[src/rtl/hostmisc_pkg.sv]
/*
  Shared constants for the host engine miscellaneous and buffer-size
  register bank: command codes, field positions, reset values.
  Assumes a 16-bit command/data register port on the system clock.
*/
package hostmisc_pkg;
  // Command codes (read and write)
  localparam logic [7:0] CMD_ID_RD = 8'h27;
  localparam logic [7:0] CMD_SCRATCH_RD = 8'h28;
  localparam logic [7:0] CMD_SCRATCH_WR = 8'hA8;
  localparam logic [7:0] CMD_SOFT_RESET_WR = 8'hA9;
  localparam logic [7:0] CMD_ISO_SIZE_RD = 8'h2A;
  localparam logic [7:0] CMD_ISO_SIZE_WR = 8'hAA;
  localparam logic [7:0] CMD_ACK_SIZE_RD = 8'h2B;
  localparam logic [7:0] CMD_ACK_SIZE_WR = 8'hAB;
  localparam logic [7:0] CMD_STATUS_RD = 8'h2C;
  // Reset code and reset values
  localparam logic [15:0] SOFT_RESET_CODE = 16'h00F6;
  localparam logic [15:0] SCRATCH_RST = 16'h0000;
  localparam logic [15:0] ISO_SIZE_RST = 16'h0000;
  localparam logic [15:0] ACK_SIZE_RST = 16'h0000;
  localparam logic [15:0] STATUS_RST = 16'h0000;
  // Identity word, value arbitrary
  localparam logic [15:0] IDENTITY_DEFAULT = 16'h5A01;
  // Status field positions
  localparam int FIRST_ISO_LOADED_BIT = 0;
  localparam int SECOND_ISO_LOADED_BIT = 1;
  localparam int ACK_BUFFER_LOADED_BIT = 2;
  localparam int FIRST_ISO_CONSUMED_BIT = 3;
  localparam int SECOND_ISO_CONSUMED_BIT = 4;
  localparam int ACK_BUFFER_CONSUMED_BIT = 5;
  // Total buffer memory in bytes
  localparam logic [15:0] BUFFER_MEM_BYTES = 16'h1000;
endpackage

[src/rtl/buffer_partition.sv]
/*
  Buffer memory partition: base addresses of the three regions.
  Assumes the host driver keeps the total within buffer memory.
*/
`timescale 1ns/10ps
module buffer_partition
  import hostmisc_pkg::*;
#(
  parameter int ADDR_W = 16
) (
  // Programmed sizes
  input wire logic [15:0] iso_size_i,
  input wire logic [15:0] ack_size_i,
  // Region bases
  output logic [ADDR_W-1:0] first_iso_base_o,
  output logic [ADDR_W-1:0] second_iso_base_o,
  output logic [ADDR_W-1:0] ack_base_o,
  output logic fits_o
);
  logic [17:0] total;

  // First, second isochronous, then acknowledged list
  assign first_iso_base_o = '0;
  assign second_iso_base_o = iso_size_i[ADDR_W-1:0];
  assign ack_base_o = ADDR_W'({iso_size_i, 1'b0});
  // Overflow check only reported; sizing is the driver's duty
  assign total = 18'({1'b0, iso_size_i, 1'b0}) + 18'(ack_size_i);
  assign fits_o = total <= 18'(BUFFER_MEM_BYTES);
endmodule

[src/rtl/hostmisc_regs.sv]
/*
  Miscellaneous and buffer-size register bank of the host engine.
  Holds identity, scratch, soft reset trigger, iso and ack sizes and
  the buffer status word. Assumes a synchronous command port: one
  cycle strobes carry the command code and the write data; events
  from the buffer engine are one-cycle pulses on the same clock.
*/
// What this block does
// - Fixed 16-bit read-only identity word, product high byte, revision low.
// - Scratch word writable and readable back unchanged, zero at reset.
// - Writing F6H to the reset trigger resets all registers, keeps memory.
// - Iso size register sets both iso buffers alike; read/write, zero reset.
// - Ack list size held in 16-bit read/write register, zero at reset.
// - Status word read-only, zero at reset, bits 15 to 6 read zero.
// - Bits 5,4,3 set once ack, second iso, first iso buffer was read.
// - Bits 2,1,0 show ack, second iso, first iso buffer full; clear empty.
`timescale 1ns/10ps
module hostmisc_regs
  import hostmisc_pkg::*;
#(
  parameter logic [15:0] IDENTITY = IDENTITY_DEFAULT,
  parameter int ADDR_W = 16
) (
  // Clock and reset
  input wire logic clk_sys_i,
  input wire logic reset_n_i,
  input wire logic clk_en_i,
  // Command port
  input wire logic cmd_rd_i,
  input wire logic cmd_wr_i,
  input wire logic [7:0] cmd_code_i,
  input wire logic [15:0] wr_data_i,
  output logic [15:0] rd_data_o,
  output logic rd_valid_o,
  // Buffer engine events, one-cycle pulses
  input wire logic [2:0] buf_loaded_set_i,
  input wire logic [2:0] buf_emptied_i,
  input wire logic [2:0] buf_consumed_i,
  input wire logic [2:0] buf_consumed_clr_i,
  // Configuration to the buffer engine
  output logic [15:0] iso_size_o,
  output logic [15:0] ack_size_o,
  output logic [ADDR_W-1:0] first_iso_base_o,
  output logic [ADDR_W-1:0] second_iso_base_o,
  output logic [ADDR_W-1:0] ack_base_o,
  output logic sizes_fit_o,
  output logic soft_reset_o
);
  logic [15:0] scratch_q;
  logic [15:0] scratch_d;
  logic [15:0] iso_q;
  logic [15:0] iso_d;
  logic [15:0] ack_q;
  logic [15:0] ack_d;
  logic [2:0] loaded_q;
  logic [2:0] loaded_d;
  logic [2:0] consumed_q;
  logic [2:0] consumed_d;
  logic [15:0] status_word;
  logic [15:0] rd_data_d;
  logic [ADDR_W-1:0] first_base;
  logic [ADDR_W-1:0] second_base;
  logic [ADDR_W-1:0] ack_base;
  logic fits;
  logic soft_rst_q;

  // Strobe and code compare, shared by every write decode
  function automatic logic cmd_hit(
    input logic strobe,
    input logic [7:0] code,
    input logic [7:0] want
  );
    cmd_hit = strobe && (code == want);
  endfunction

  // Set beats clear, so an event is never lost to a clear in its cycle
  function automatic logic [2:0] flag_next(
    input logic [2:0] cur,
    input logic [2:0] set_v,
    input logic [2:0] clr_v
  );
    flag_next = (cur & ~clr_v) | set_v;
  endfunction

  wire logic wr_scratch = cmd_hit(cmd_wr_i, cmd_code_i, CMD_SCRATCH_WR);
  wire logic wr_iso = cmd_hit(cmd_wr_i, cmd_code_i, CMD_ISO_SIZE_WR);
  wire logic wr_ack = cmd_hit(cmd_wr_i, cmd_code_i, CMD_ACK_SIZE_WR);
  wire logic wr_trigger = cmd_hit(cmd_wr_i, cmd_code_i, CMD_SOFT_RESET_WR);
  // Only the exact 16-bit code resets; other values are dropped
  wire logic soft_rst = wr_trigger && wr_data_i == SOFT_RESET_CODE;

  // Soft reset restores defaults; buffer memory lies outside this block
  assign scratch_d = soft_rst ? SCRATCH_RST
    : wr_scratch ? wr_data_i : scratch_q;
  assign iso_d = soft_rst ? ISO_SIZE_RST
    : wr_iso ? wr_data_i : iso_q;
  assign ack_d = soft_rst ? ACK_SIZE_RST
    : wr_ack ? wr_data_i : ack_q;
  assign loaded_d = soft_rst ? STATUS_RST[2:0]
    : flag_next(loaded_q, buf_loaded_set_i, buf_emptied_i);
  assign consumed_d = soft_rst ? STATUS_RST[5:3]
    : flag_next(consumed_q, buf_consumed_i, buf_consumed_clr_i);

  // Reserved bits keep their reset value of zero
  always_comb begin
    status_word = STATUS_RST;
    status_word[FIRST_ISO_LOADED_BIT] = loaded_q[0];
    status_word[SECOND_ISO_LOADED_BIT] = loaded_q[1];
    status_word[ACK_BUFFER_LOADED_BIT] = loaded_q[2];
    status_word[FIRST_ISO_CONSUMED_BIT] = consumed_q[0];
    status_word[SECOND_ISO_CONSUMED_BIT] = consumed_q[1];
    status_word[ACK_BUFFER_CONSUMED_BIT] = consumed_q[2];
  end

  always_comb begin
    case (cmd_code_i)
      CMD_ID_RD: rd_data_d = IDENTITY;
      CMD_SCRATCH_RD: rd_data_d = scratch_q;
      CMD_ISO_SIZE_RD: rd_data_d = iso_q;
      CMD_ACK_SIZE_RD: rd_data_d = ack_q;
      CMD_STATUS_RD: rd_data_d = status_word;
      default: rd_data_d = 16'h0000;
    endcase
  end

  buffer_partition #(
    .ADDR_W(ADDR_W)
  ) u_part (
    .iso_size_i(iso_q),
    .ack_size_i(ack_q),
    .first_iso_base_o(first_base),
    .second_iso_base_o(second_base),
    .ack_base_o(ack_base),
    .fits_o(fits)
  );

  // Scratch word, the driver's own store
  always_ff @(posedge clk_sys_i or negedge reset_n_i) begin
    if (!reset_n_i) begin
      scratch_q <= SCRATCH_RST;
    end else if (clk_en_i) begin
      scratch_q <= scratch_d;
    end
  end

  // One iso size serves both iso buffers
  always_ff @(posedge clk_sys_i or negedge reset_n_i) begin
    if (!reset_n_i) begin
      iso_q <= ISO_SIZE_RST;
    end else if (clk_en_i) begin
      iso_q <= iso_d;
    end
  end

  // Ack list size
  always_ff @(posedge clk_sys_i or negedge reset_n_i) begin
    if (!reset_n_i) begin
      ack_q <= ACK_SIZE_RST;
    end else if (clk_en_i) begin
      ack_q <= ack_d;
    end
  end

  // Full flags
  always_ff @(posedge clk_sys_i or negedge reset_n_i) begin
    if (!reset_n_i) begin
      loaded_q <= STATUS_RST[2:0];
    end else if (clk_en_i) begin
      loaded_q <= loaded_d;
    end
  end

  // Done flags
  always_ff @(posedge clk_sys_i or negedge reset_n_i) begin
    if (!reset_n_i) begin
      consumed_q <= STATUS_RST[5:3];
    end else if (clk_en_i) begin
      consumed_q <= consumed_d;
    end
  end

  // Trigger seen; held one cycle so the pulse leaves from a flop
  always_ff @(posedge clk_sys_i or negedge reset_n_i) begin
    if (!reset_n_i) begin
      soft_rst_q <= 1'b0;
    end else if (clk_en_i) begin
      soft_rst_q <= soft_rst;
    end
  end

  // Read answer registered so the port sees no decode glitches
  always_ff @(posedge clk_sys_i or negedge reset_n_i) begin
    if (!reset_n_i) begin
      rd_data_o <= 16'h0000;
      rd_valid_o <= 1'b0;
    end else if (clk_en_i) begin
      rd_data_o <= cmd_rd_i ? rd_data_d : 16'h0000;
      rd_valid_o <= cmd_rd_i;
    end
  end

  // Configuration copies lag the registers by one cycle
  always_ff @(posedge clk_sys_i or negedge reset_n_i) begin
    if (!reset_n_i) begin
      iso_size_o <= ISO_SIZE_RST;
      ack_size_o <= ACK_SIZE_RST;
      first_iso_base_o <= '0;
      second_iso_base_o <= '0;
      ack_base_o <= '0;
      sizes_fit_o <= 1'b1;
    end else if (clk_en_i) begin
      iso_size_o <= iso_q;
      ack_size_o <= ack_q;
      first_iso_base_o <= first_base;
      second_iso_base_o <= second_base;
      ack_base_o <= ack_base;
      sizes_fit_o <= fits;
    end
  end

  // Soft reset pulse, two edges after the trigger write
  always_ff @(posedge clk_sys_i or negedge reset_n_i) begin
    if (!reset_n_i) begin
      soft_reset_o <= 1'b0;
    end else if (clk_en_i) begin
      soft_reset_o <= soft_rst_q;
    end
  end
endmodule

[config.mk]
export PLATFORM = sky130hd
export DESIGN_NAME = hostmisc_regs
export DESIGN_NICKNAME = d
export VERILOG_FILES = /design/src/rtl/hostmisc_pkg.sv /design/src/rtl/buffer_partition.sv /design/src/rtl/hostmisc_regs.sv
export SDC_FILE = /design/constraint.sdc
export NUM_CORES = 1
export LEC_CHECK = 0
export BUFFER_PORTS_ARGS = -buffer_cell sky130_fd_sc_hd__buf_2
export CAP_MARGIN = 10
export CELL_PAD_IN_SITES_DETAIL_PLACEMENT = 1
export CELL_PAD_IN_SITES_GLOBAL_PLACEMENT = 1
export CORE_ASPECT_RATIO = 0.75
export CORE_UTILIZATION = 41
export CTS_CLUSTER_DIAMETER = 100
export DETAILED_ROUTE_END_ITERATION = 16
export GPL_TIMING_DRIVEN = 0
export PLACE_DENSITY_LB_ADDON = 0.1
export SYNTH_ARGS = -nofsm -noshare
export SYNTH_HDL_FRONTEND = slang
export SYNTH_HIERARCHICAL = 1
export SYNTH_SLANG_ARGS = --single-unit
[constraint.sdc]
create_clock -name clk_sys_i -period 2.2 [get_ports clk_sys_i]
set_clock_uncertainty 0.1 [all_clocks]
set_input_delay 0.66 -clock clk_sys_i [delete_from_list [all_inputs] [get_ports clk_sys_i]]
set_output_delay 0.66 -clock clk_sys_i [all_outputs]
set_load 0.05 [all_outputs]
==> reports/results.ini, run 1 <==
[status]
status=finished, violations left
violations=setup timing

[timing]
hold_slack_ns=0.143
final.setup.worst_slack_ns=-0.294
period_needed_ns=2.49
hold_viol=0
rsz0062_at_grt=true
relSlewSlack_pct=44.0
setup_violations=1
timing.fmax_mhz=401
slew_violations=0
period_share_pct=113
tightest_slew_ns=0.833

[routing]
ant_nets=0
dr.first_iter.drc_count=465
drc_errors=0
wl_per_cell_um=21.1
num_vias=6012
drt_pass1_iterations=5
wl_um=23100
vias_per_cell=5.50

[global_route]
grt_max_degree=84
overflow=0
grt_pass1_vias=6342
antenna_found_initial=0
grt.total_usage_pct=25.4
grt_pass1_wl_um=36700

[synth]
synth_warnings=6
synth_cell_types=68
synthCells=662
synthArstFlopShare_pct=100
ys_seq_area_share_pct=50.2
ys.flop_type=dfrtp_1
synth-edff-count=0
synth_area_per_cell_um2=11.6
syn_area_um2=7680
synth_seq_cells=154

[setup_path]
r2r_end=sizes_fit_o$_DFFE_PN1P_
worstPathArrival_ns=2.75
worstPathRequired_ns=2.45
r2r_cells=9
crit_type=reg2reg
ff2ff_setup_slack_ns=-0.29
worstSetupStartpointType=flop
cp-startpoint=ack_q[7]$_DFFE_PN0P_
path_max_fanout=7
worstSetupEndpoint=sizes_fit_o$_DFFE_PN1P_
r2r-start=ack_q[7]$_DFFE_PN0P_
end_kind=flop

[finish]
mostFrequentLayoutCells=155 x buf_2, 145 x dfrtp_1, 95 x mux2_2
post_route_cells_drive_above_1_share_pct=44.5
layout.cells.most_common=buf_2
areaGrowthSynthToFinish_pct=23.4
multiInputGateArea_um2=3380
fillers=1947
regArea_um2=3860
fin_nets=897
diodes=0

[clock_network]
numCtsBuffers=17
cts_tree=yes
clk_path_buf_depth=2
hold_buffers=0
h-tree-depth=4
numClockSinks=154
clock-root-buffer=clkbuf_16
insertion_delay_ns=0.43
clk_pin_slew_worst_paths_ns=0.06

[die]
initial_core_util_pct=42.7
die_x_um=160
die-area_um2=19300
num_rows=42
fp.dieH_um=121
core_um2=18000
ios=140

[place]
dpl_worst_slack_ns=-0.598
gp_congestion=0.840
dp_hpwl_um=16900
numPortBuffers=138

[hold_path]
min_path_type=in2async

[power]
powerDensity_nw_per_um2=730
p_leak_uw=0.00477
p_total_uw=6920
vdd_drop_max_uv=419

[run]
maxCapViolations=0

[synthesized netlist by cell type (all sizes together) (2+ instances only)]
cell,number,area (um^2)
dfrtp,153,3830
mux2,95,1070
nand2,83,312
buf,71,495
o2bb2ai,43,377
o21ai,28,144
a21oi,18,97.6
ha,15,188
nor2,14,57.6
clkbuf,12,46.3
a32oi,11,96.3
nand3,8,40.0
inv,7,26.3
nor3,7,56.3
a22oi,6,45.0
a32o,6,60.1
nor4,6,37.5
nor4b,6,80.1
a2bb2oi,5,43.8
nand4,5,31.3
nor3b,5,48.8
a21o,4,30.0
and4b,4,40.0
mux2i,4,40.0
nand2b,4,25.0
o21a,3,22.5
o22ai,3,25.0
a211o,2,17.5
a31oi,2,12.5
and2,2,12.5
and3,2,12.5
and3b,2,17.5
nor2b,2,12.5
or3,2,13.8
xnor2,2,17.5
[through the flow]
step,TNS (ns),cell area (um^2),util (%),instances
after floorplan,-0.0624,7750,-,678
after global routing,-0.431,9480,52.7,1094
final,-0.294,9480,52.7,1094
after detailed placement,-22.34,8780,48.8,1059
after global placement,-304.51,8740,48.6,1058
after CTS,-0.315,9450,52.6,1094
[where the power goes]
part / switching [uW] / internal [uW]
registers: 82.7 / 2940
clock network: 1190 / 1810
logic: 601 / 303
[timing repair]
action                                  4_1_cts  5_1_grt
resized for setup                            13       10
hold endpoints to repair                      0        0
pin swaps                                     3        6
buffers inserted                              5        1
endpoints found under the setup margin        1       14
[per-layer routing]
layer	wire length, um	global-route usage (%)	up-vias
met4	325	8.10	0
met2	10800	39.6	174
met1	10800	35.7	3094
met5	0	0	-
li1	-	-	2717
met3	1190	4.77	27
[sequential cells by signal, summed over array words and instances (netlist names)]
signal and count:
second_iso_base_o 16, consumed_q 3, iso_size_o 16, first_iso_base_o 16, scratch_q 16, loaded_q 3
rd_valid_o 1, ack_size_o 16, soft_rst_q 1, ack_q 16, soft_reset_o 1, rd_data_o 16
iso_q 16, sizes_fit_o 1, ack_base_o 16
[critical path, stage by stage (launching register included)]
cell and delay (ns):
dfrtp_1 0.45, ha_1 0.38, a211o_1 0.32, o22ai_2 0.18, a21oi_4 0.08, a41o_1 0.28, a21oi_2 0.14, xnor2_1 0.16
a21oi_2 0.08, mux2_2 0.26
[cells by family (layout without fill, tap and decap cells)]
family	Yosys count	after routing	share of synthesized area [%]
buf+inv	91	265	7.45
xor+xnor	3	3	0.342
simple gates	159	159	11.3
fa+ha+maj	16	16	2.70
mux	99	99	14.5
compound gates	139	139	13.5
flops	154	154	50.2
other cells	1	17	0.0488
[final cells by class]
type	count	area share (%)
flip-flops and latches	154	40.8
multi-input cells	433	35.7
repair buffers	145	8.12
plain buffers	81	5.66
clock buffers	20	4.71
well taps	242	3.19
clock inverters	11	1.53
inverters	8	0.317
[worst min path at each step]
stage	to	slack [ns]
2_1_floorplan	ack_base_o[0]$_DFFE_PN0P_	0.26
3_3_place_gp	rd_data_o[2]$_DFFE_PN0P_	0.37
3_5_place_dp	rd_data_o[2]$_DFFE_PN0P_	0.38
4_1_cts	scratch_q[0]$_DFFE_PN0P_	0.17
5_1_grt	consumed_q[2]$_DFFE_PN0P_	0.20
6_report	consumed_q[2]$_DFFE_PN0P_	0.14
Power figures use the tool's default switching activity.
==> inputs of run 2 (changes only) <==
Settings changed: CORE_UTILIZATION 41 to 42, CTS_BUF_LIST from default to sky130_fd_sc_hd__clkbuf_2.
==> reports/results.ini, run 2 (same netlist as run 1, synthesis figures left out) <==
[timing]
final.setup.worst_slack_ns=-0.260  ; +0.0337 ns
period_needed_ns=2.46  ; -0.0337 ns
relSlewSlack_pct=27.1  ; -17 points
setup_violations=2  ; +1
timing.fmax_mhz=406  ; +1.4%
period_share_pct=112  ; -1.5 points
tightest_slew_ns=1.09  ; +0.258 ns
hold_viol=0  ; unchanged
rsz0062_at_grt=true
slew_violations=0  ; unchanged

[die]
die-area_um2=18800  ; -2.3%
ios=140  ; unchanged
num_rows=42  ; unchanged
fp.dieH_um=119  ; -1.2%
die_x_um=158  ; -1.2%
initial_core_util_pct=43.2  ; +0.51 points
core_um2=17800  ; -1.2%

[finish]
areaGrowthSynthToFinish_pct=34.4
fin_nets=970  ; +8.1%
design_area_um2=10300  ; +8.9%
mostFrequentLayoutCells=143 x dfrtp_1, 109 x buf_4, 101 x buf_6
multiInputGateArea_um2=3340  ; -1.2%
regArea_um2=3870  ; about the same
final_util_pct=58.1  ; +5.4 points
layout.cells.most_common=dfrtp_1
post_route_cells_drive_above_1_share_pct=46.4  ; +2.0 points
fillers=1914  ; -1.7%

[setup_path]
worstPathArrival_ns=3.10  ; +0.35 ns
path_max_fanout=5  ; -2
worstPathRequired_ns=2.84  ; +0.39 ns
worstSetupStartpointType=flop
crit_type=reg2reg
end_kind=flop

[global_route]
overflow=0  ; unchanged
grt.total_usage_pct=27.0  ; +1.7 points
grt_pass1_vias=6665  ; +5.1%
grt_max_degree=100  ; +19%
grt_pass1_wl_um=37900  ; +3.0%
antenna_found_initial=1  ; +1

[routing]
ant_nets=0  ; unchanged
wl_per_cell_um=20.9  ; -0.98%
drc_errors=0  ; unchanged
drt_pass1_iterations=5  ; unchanged
vias_per_cell=5.40  ; -1.7%
wl_um=24500  ; +5.8%
dr.first_iter.drc_count=417  ; -10%
num_vias=6312  ; +5.0%

[power]
vdd_drop_max_uv=254  ; -39%
p_sw_uw=1900  ; +1.6%
p_sw_share_pct=32.4  ; +5.4 points
p_leak_uw=0.00506  ; +6.1%
combPwrFrac_pct=18.3  ; +5.3 points
internal_power_uw=3970  ; -21%
seq_power_share_pct=51.9  ; +8.2 points
pwr-share-clk_pct=29.8  ; -13 points
powerDensity_nw_per_um2=569  ; -22%

[clock_network]
clk_path_buf_depth=2  ; unchanged
clock-root-buffer=clkbuf_2
insertion_delay_ns=0.77  ; +0.34 ns
clk_pin_slew_worst_paths_ns=0.25  ; +0.19 ns
numCtsBuffers=17  ; unchanged
numClockSinks=154  ; unchanged
h-tree-depth=4  ; unchanged
cts_tree=yes

[status]
status=finished, violations left
violations=setup timing

[place]
numPortBuffers=138  ; unchanged
dp_hpwl_um=17000  ; +0.60%
gp_congestion=0.863  ; +2.8%
dpl_cell_area_um2=8780  ; unchanged

[run]
maxCapViolations=0  ; unchanged

[hold_path]
min_path_type=in2reg

[run 2: cell types whose count changed in the layout (fill, tap and decap cells not counted), sizes merged]
cell / change
bufinv: -1
dlygate4sd3: +19
clkinv: -4
buf: +52
diode: +1
clkbuf: -1
inv: +9
[run 2: layout make-up]
type | count | share of cell area [%]
Antenna cell | 1 | 0.0242
Buffer | 83 | 5.25
Clock buffer | 17 | 0.824
Clock inverter | 15 | 1.70
Inverter | 8 | 0.291
Multi-Input combinational cell | 433 | 32.4
Sequential cell | 154 | 37.5
Tap cell | 242 | 2.93
Timing Repair Buffer | 216 | 19.1
[run 2: worst max-delay path: stages, from the launching register on]
cell and delay, ns:
dfrtp_2 0.48, ha_1 0.34, nor2b_2 0.18, o31a_1 0.30, o22a_1 0.25, a21oi_2 0.15, mux2i_1 0.20, nand4_1 0.12
a21oi_1 0.15, mux2_2 0.16
[run 2: final timing paths]
kind | startpoint | to | slack (ns) | depth (start not counted)
worst max register to register | ack_q[3]$_DFFE_PN0P_ | sizes_fit_o$_DFFE_PN1P_ | -0.26 | 9
max in group asynchronous | reset_n_i | scratch_q[8]$_DFFE_PN0P_ | 0.81 | 3
worst max-delay path | ack_q[3]$_DFFE_PN0P_ | sizes_fit_o$_DFFE_PN1P_ | -0.26 | 9
worst min register to register | soft_rst_q$_DFFE_PN0P_ | soft_rst_q$_DFFE_PN0P_ | 0.43 | 1
worst min-delay path | wr_data_i[6] | scratch_q[6]$_DFFE_PN0P_ | 0.08 | 2
min in group asynchronous | reset_n_i | second_iso_base_o[5]$_DFFE_PN0P_ | 0.26 | 2
[run 2: timing repair]
item	4_1_cts	5_1_grt
hold buffers	16	3
hold endpoints to repair	75	3
buffers inserted	31	27
endpoints found under the setup margin	100	100
pin swaps	1	0
gates resized for setup	207	6
[run 2: power by group through the flow]
stage	clock network, uW	registers (uW)	logic [uW]
floorplan	0	3310	330
global placement	0	3070	852
detailed placement	0	3080	884
CTS	1800	3050	1030
global route	1920	3060	1150
finish	1750	3050	1080
[run 2: metrics by stage]
| stage | TNS [ns] | cells | hold slack (ns) | setup WS (ns) | power, uW |
|---|---|---|---|---|---|
| floorplan | -0.0624 | 678 | 0.264 | -0.0624 | 3640 |
| global placement | -296.81 | 1058 | 0.366 | -1.82 | 3920 |
| detailed placement | -25.48 | 1059 | 0.370 | -0.528 | 3970 |
| CTS | -1.83 | 1138 | 0.00396 | -0.262 | 5880 |
| global route | -5.41 | 1169 | -0.00197 | -0.345 | 6130 |
| finish | -0.349 | 1169 | 0.0761 | -0.260 | 5870 |
[run 2: per-layer routing]
metal	global-route usage [%]	up-vias	wire, um
li1	-	2866	-
met1	36.9	3236	11000
met2	44.1	187	12100
met3	4.99	23	1130
met4	6.79	0	244
met5	0	-	0
==> inputs of run 3 (changes only) <==
Settings changed: CORE_UTILIZATION 42 to 45, PLACE_DENSITY from default to 0.92, PLACE_DENSITY_LB_ADDON 0.1 to default.
Clock period 2.2 ns to 2.4 ns, I/O delays scaled along.
==> reports/results.ini, run 3 (same netlist as run 1, synthesis figures left out) <==
[finish]
post_route_cells_drive_above_1_share_pct=44.7  ; -1.8 points
fillers=1832  ; -4.3%
fin_cells=1072  ; -8.3%
fin_nets=907  ; -6.5%
mostFrequentLayoutCells=153 x buf_2, 144 x dfrtp_1, 94 x mux2_2
layout.cells.most_common=buf_2
final_util_pct=56.0  ; -2.1 points
diodes=0  ; -1
areaGrowthSynthToFinish_pct=19.3

[routing]
ant_nets=0  ; unchanged
drc_errors=0  ; unchanged
drt_pass1_iterations=5  ; unchanged
num_vias=6257  ; -0.87%
wl_per_cell_um=22.7  ; +8.6%
wl_um=24400  ; -0.41%
dr.first_iter.drc_count=509  ; +22%
vias_per_cell=5.84  ; +8.1%

[die]
initial_core_util_pct=46.9  ; +3.7 points
die_x_um=153  ; -3.3%
core_um2=16400  ; -7.9%
num_rows=40  ; -4.8%
fp.dieH_um=115  ; -3.3%
ios=140  ; unchanged
die-area_um2=17600  ; -6.6%

[clock_network]
h-tree-depth=4  ; unchanged
clock-root-buffer=clkbuf_2
clk_path_buf_depth=2  ; unchanged
numCtsBuffers=17  ; unchanged
cts_tree=yes
insertion_delay_ns=0.78  ; about the same
numClockSinks=154  ; unchanged
clk_pin_slew_worst_paths_ns=0.23  ; -0.02 ns

[power]
powerDensity_nw_per_um2=562  ; -1.2%
p_leak_uw=0.00467  ; -7.7%
vdd_drop_max_uv=345  ; +36%

[place]
dpl.cell_count=1027  ; -3.0%
numPortBuffers=138  ; unchanged
dp_hpwl_um=17400  ; +2.4%
gp_congestion=0.878  ; +1.7%

[setup_path]
worstPathArrival_ns=3.19  ; +0.09 ns
cp-startpoint=iso_q[3]$_DFFE_PN0P_
end_kind=flop
worstSetupStartpointType=flop
r2r-start=iso_q[3]$_DFFE_PN0P_
path_max_fanout=6  ; +1
crit_type=reg2reg
critPathBufInv=1  ; +1
slowest_delay_ns=0.55  ; +0.07 ns
path_delay_family=compound AO/OA/AOI/OAI gates
crit_slowest_cell=dfrtp_2
worstPathRequired_ns=3.03  ; +0.19 ns
crit_path_cell_trace=ha_1, o21a_1, o31a_1, o22ai_1, o21ai_1, buf_4, a21oi_1, a21oi_2, mux2_4

[timing]
period_needed_ns=2.57  ; +0.105 ns
relSlewSlack_pct=27.3  ; +0.16 points
slew_violations=0  ; unchanged
rsz0062_at_grt=true
timing.fmax_mhz=390  ; -4.1%
period_share_pct=107  ; -4.9 points
final.setup.worst_slack_ns=-0.165  ; +0.0950 ns
tightest_slew_ns=1.09  ; -0.00237 ns
hold_viol=0  ; unchanged
finalSetupTns_ns=-0.165  ; +0.183 ns
setup_violations=1  ; -1

[run]
maxCapViolations=0  ; unchanged

[hold_path]
min_path_type=in2reg
min_from=buf_consumed_i[2]

[global_route]
grt_pass1_wl_um=38500  ; +1.8%
grt_max_degree=94  ; -6.0%
grt.total_usage_pct=29.3  ; +2.3 points
antenna_found_initial=0  ; -1
grt_pass1_vias=6582  ; -1.2%
overflow=0  ; unchanged

[status]
status=finished, violations left
violations=setup timing

run 3: cell types whose count changed in the layout (fill, tap and decap cells not counted), moves of 3 or more:
cell	before	now
buf_6	101	3
inv_6	8	2
clkinv_4	0	3
buf_2	56	153
buf_4	109	65
dlygate4sd3_1	19	1
run 3: layer usage:
layer | part of all wire, % | global-route usage [%] | up-vias
met4 | 2.4 | 10.9 | 0
met5 | 0 | 0 | -
met1 | 45 | 39.3 | 3188
met3 | 6.5 | 5.73 | 53
met2 | 46 | 47.8 | 276
li1 | - | - | 2740
run 3: timing repair:
item / CTS / global route
hold buffers: 1 / 0
endpoints found under the setup margin: 2 / 3
resized for setup: 23 / 3
buffers inserted: 13 / 1
pin swaps: 7 / 2
endpoints found under the hold margin: 60 / 0
run 3: final timing paths:
kind / end / slack [ns] / cells after the start
max in group asynchronous: ack_q[3]$_DFFE_PN0P_ / 0.92 / 3
setup reg to reg: sizes_fit_o$_DFFE_PN1P_ / -0.17 / 9
min in group asynchronous: first_iso_base_o[1]$_DFFE_PN0P_ / 0.37 / 2
hold / removal: consumed_q[2]$_DFFE_PN0P_ / 0.07 / 2
hold reg to reg: rd_data_o[2]$_DFFE_PN0P_ / 0.42 / 1
setup / recovery: sizes_fit_o$_DFFE_PN1P_ / -0.17 / 9
run 3: area by class of cell:
cell class                 count  area, um^2  area share [%]
sequential                   154        3870            42.2
multi-input combinational    433        3380            36.8
timing repair buffer         154         852            9.30
buffer                        82         538            5.87
tap                          210         263            2.87
clock inverter                13         146            1.60
clock buffer                  18        90.1           0.983
inverter                       8        30.0           0.328
run 3: metrics by stage:
stage | cell area, um^2 | hold WS [ns] | total power [uW] | setup WS [ns]
after detailed placement | 8730 | 0.370 | 3640 | -0.499
after global placement | 8690 | 0.367 | 3600 | -1.80
final | 9160 | 0.0657 | 5150 | -0.165
after floorplan | 7740 | 0.324 | 3340 | 0.0899
after CTS | 9150 | 0.0456 | 5160 | -0.117
after global routing | 9160 | 0.0467 | 5330 | -0.273
run 3: where the power goes:
part | switching (uW) | internal (uW) | leakage (uW)
logic | 567 | 293 | 0.00247
registers | 78.0 | 2700 | 0.00207
clock network | 1020 | 489 | 0.000136
total | 1670 | 3480 | 0.00467
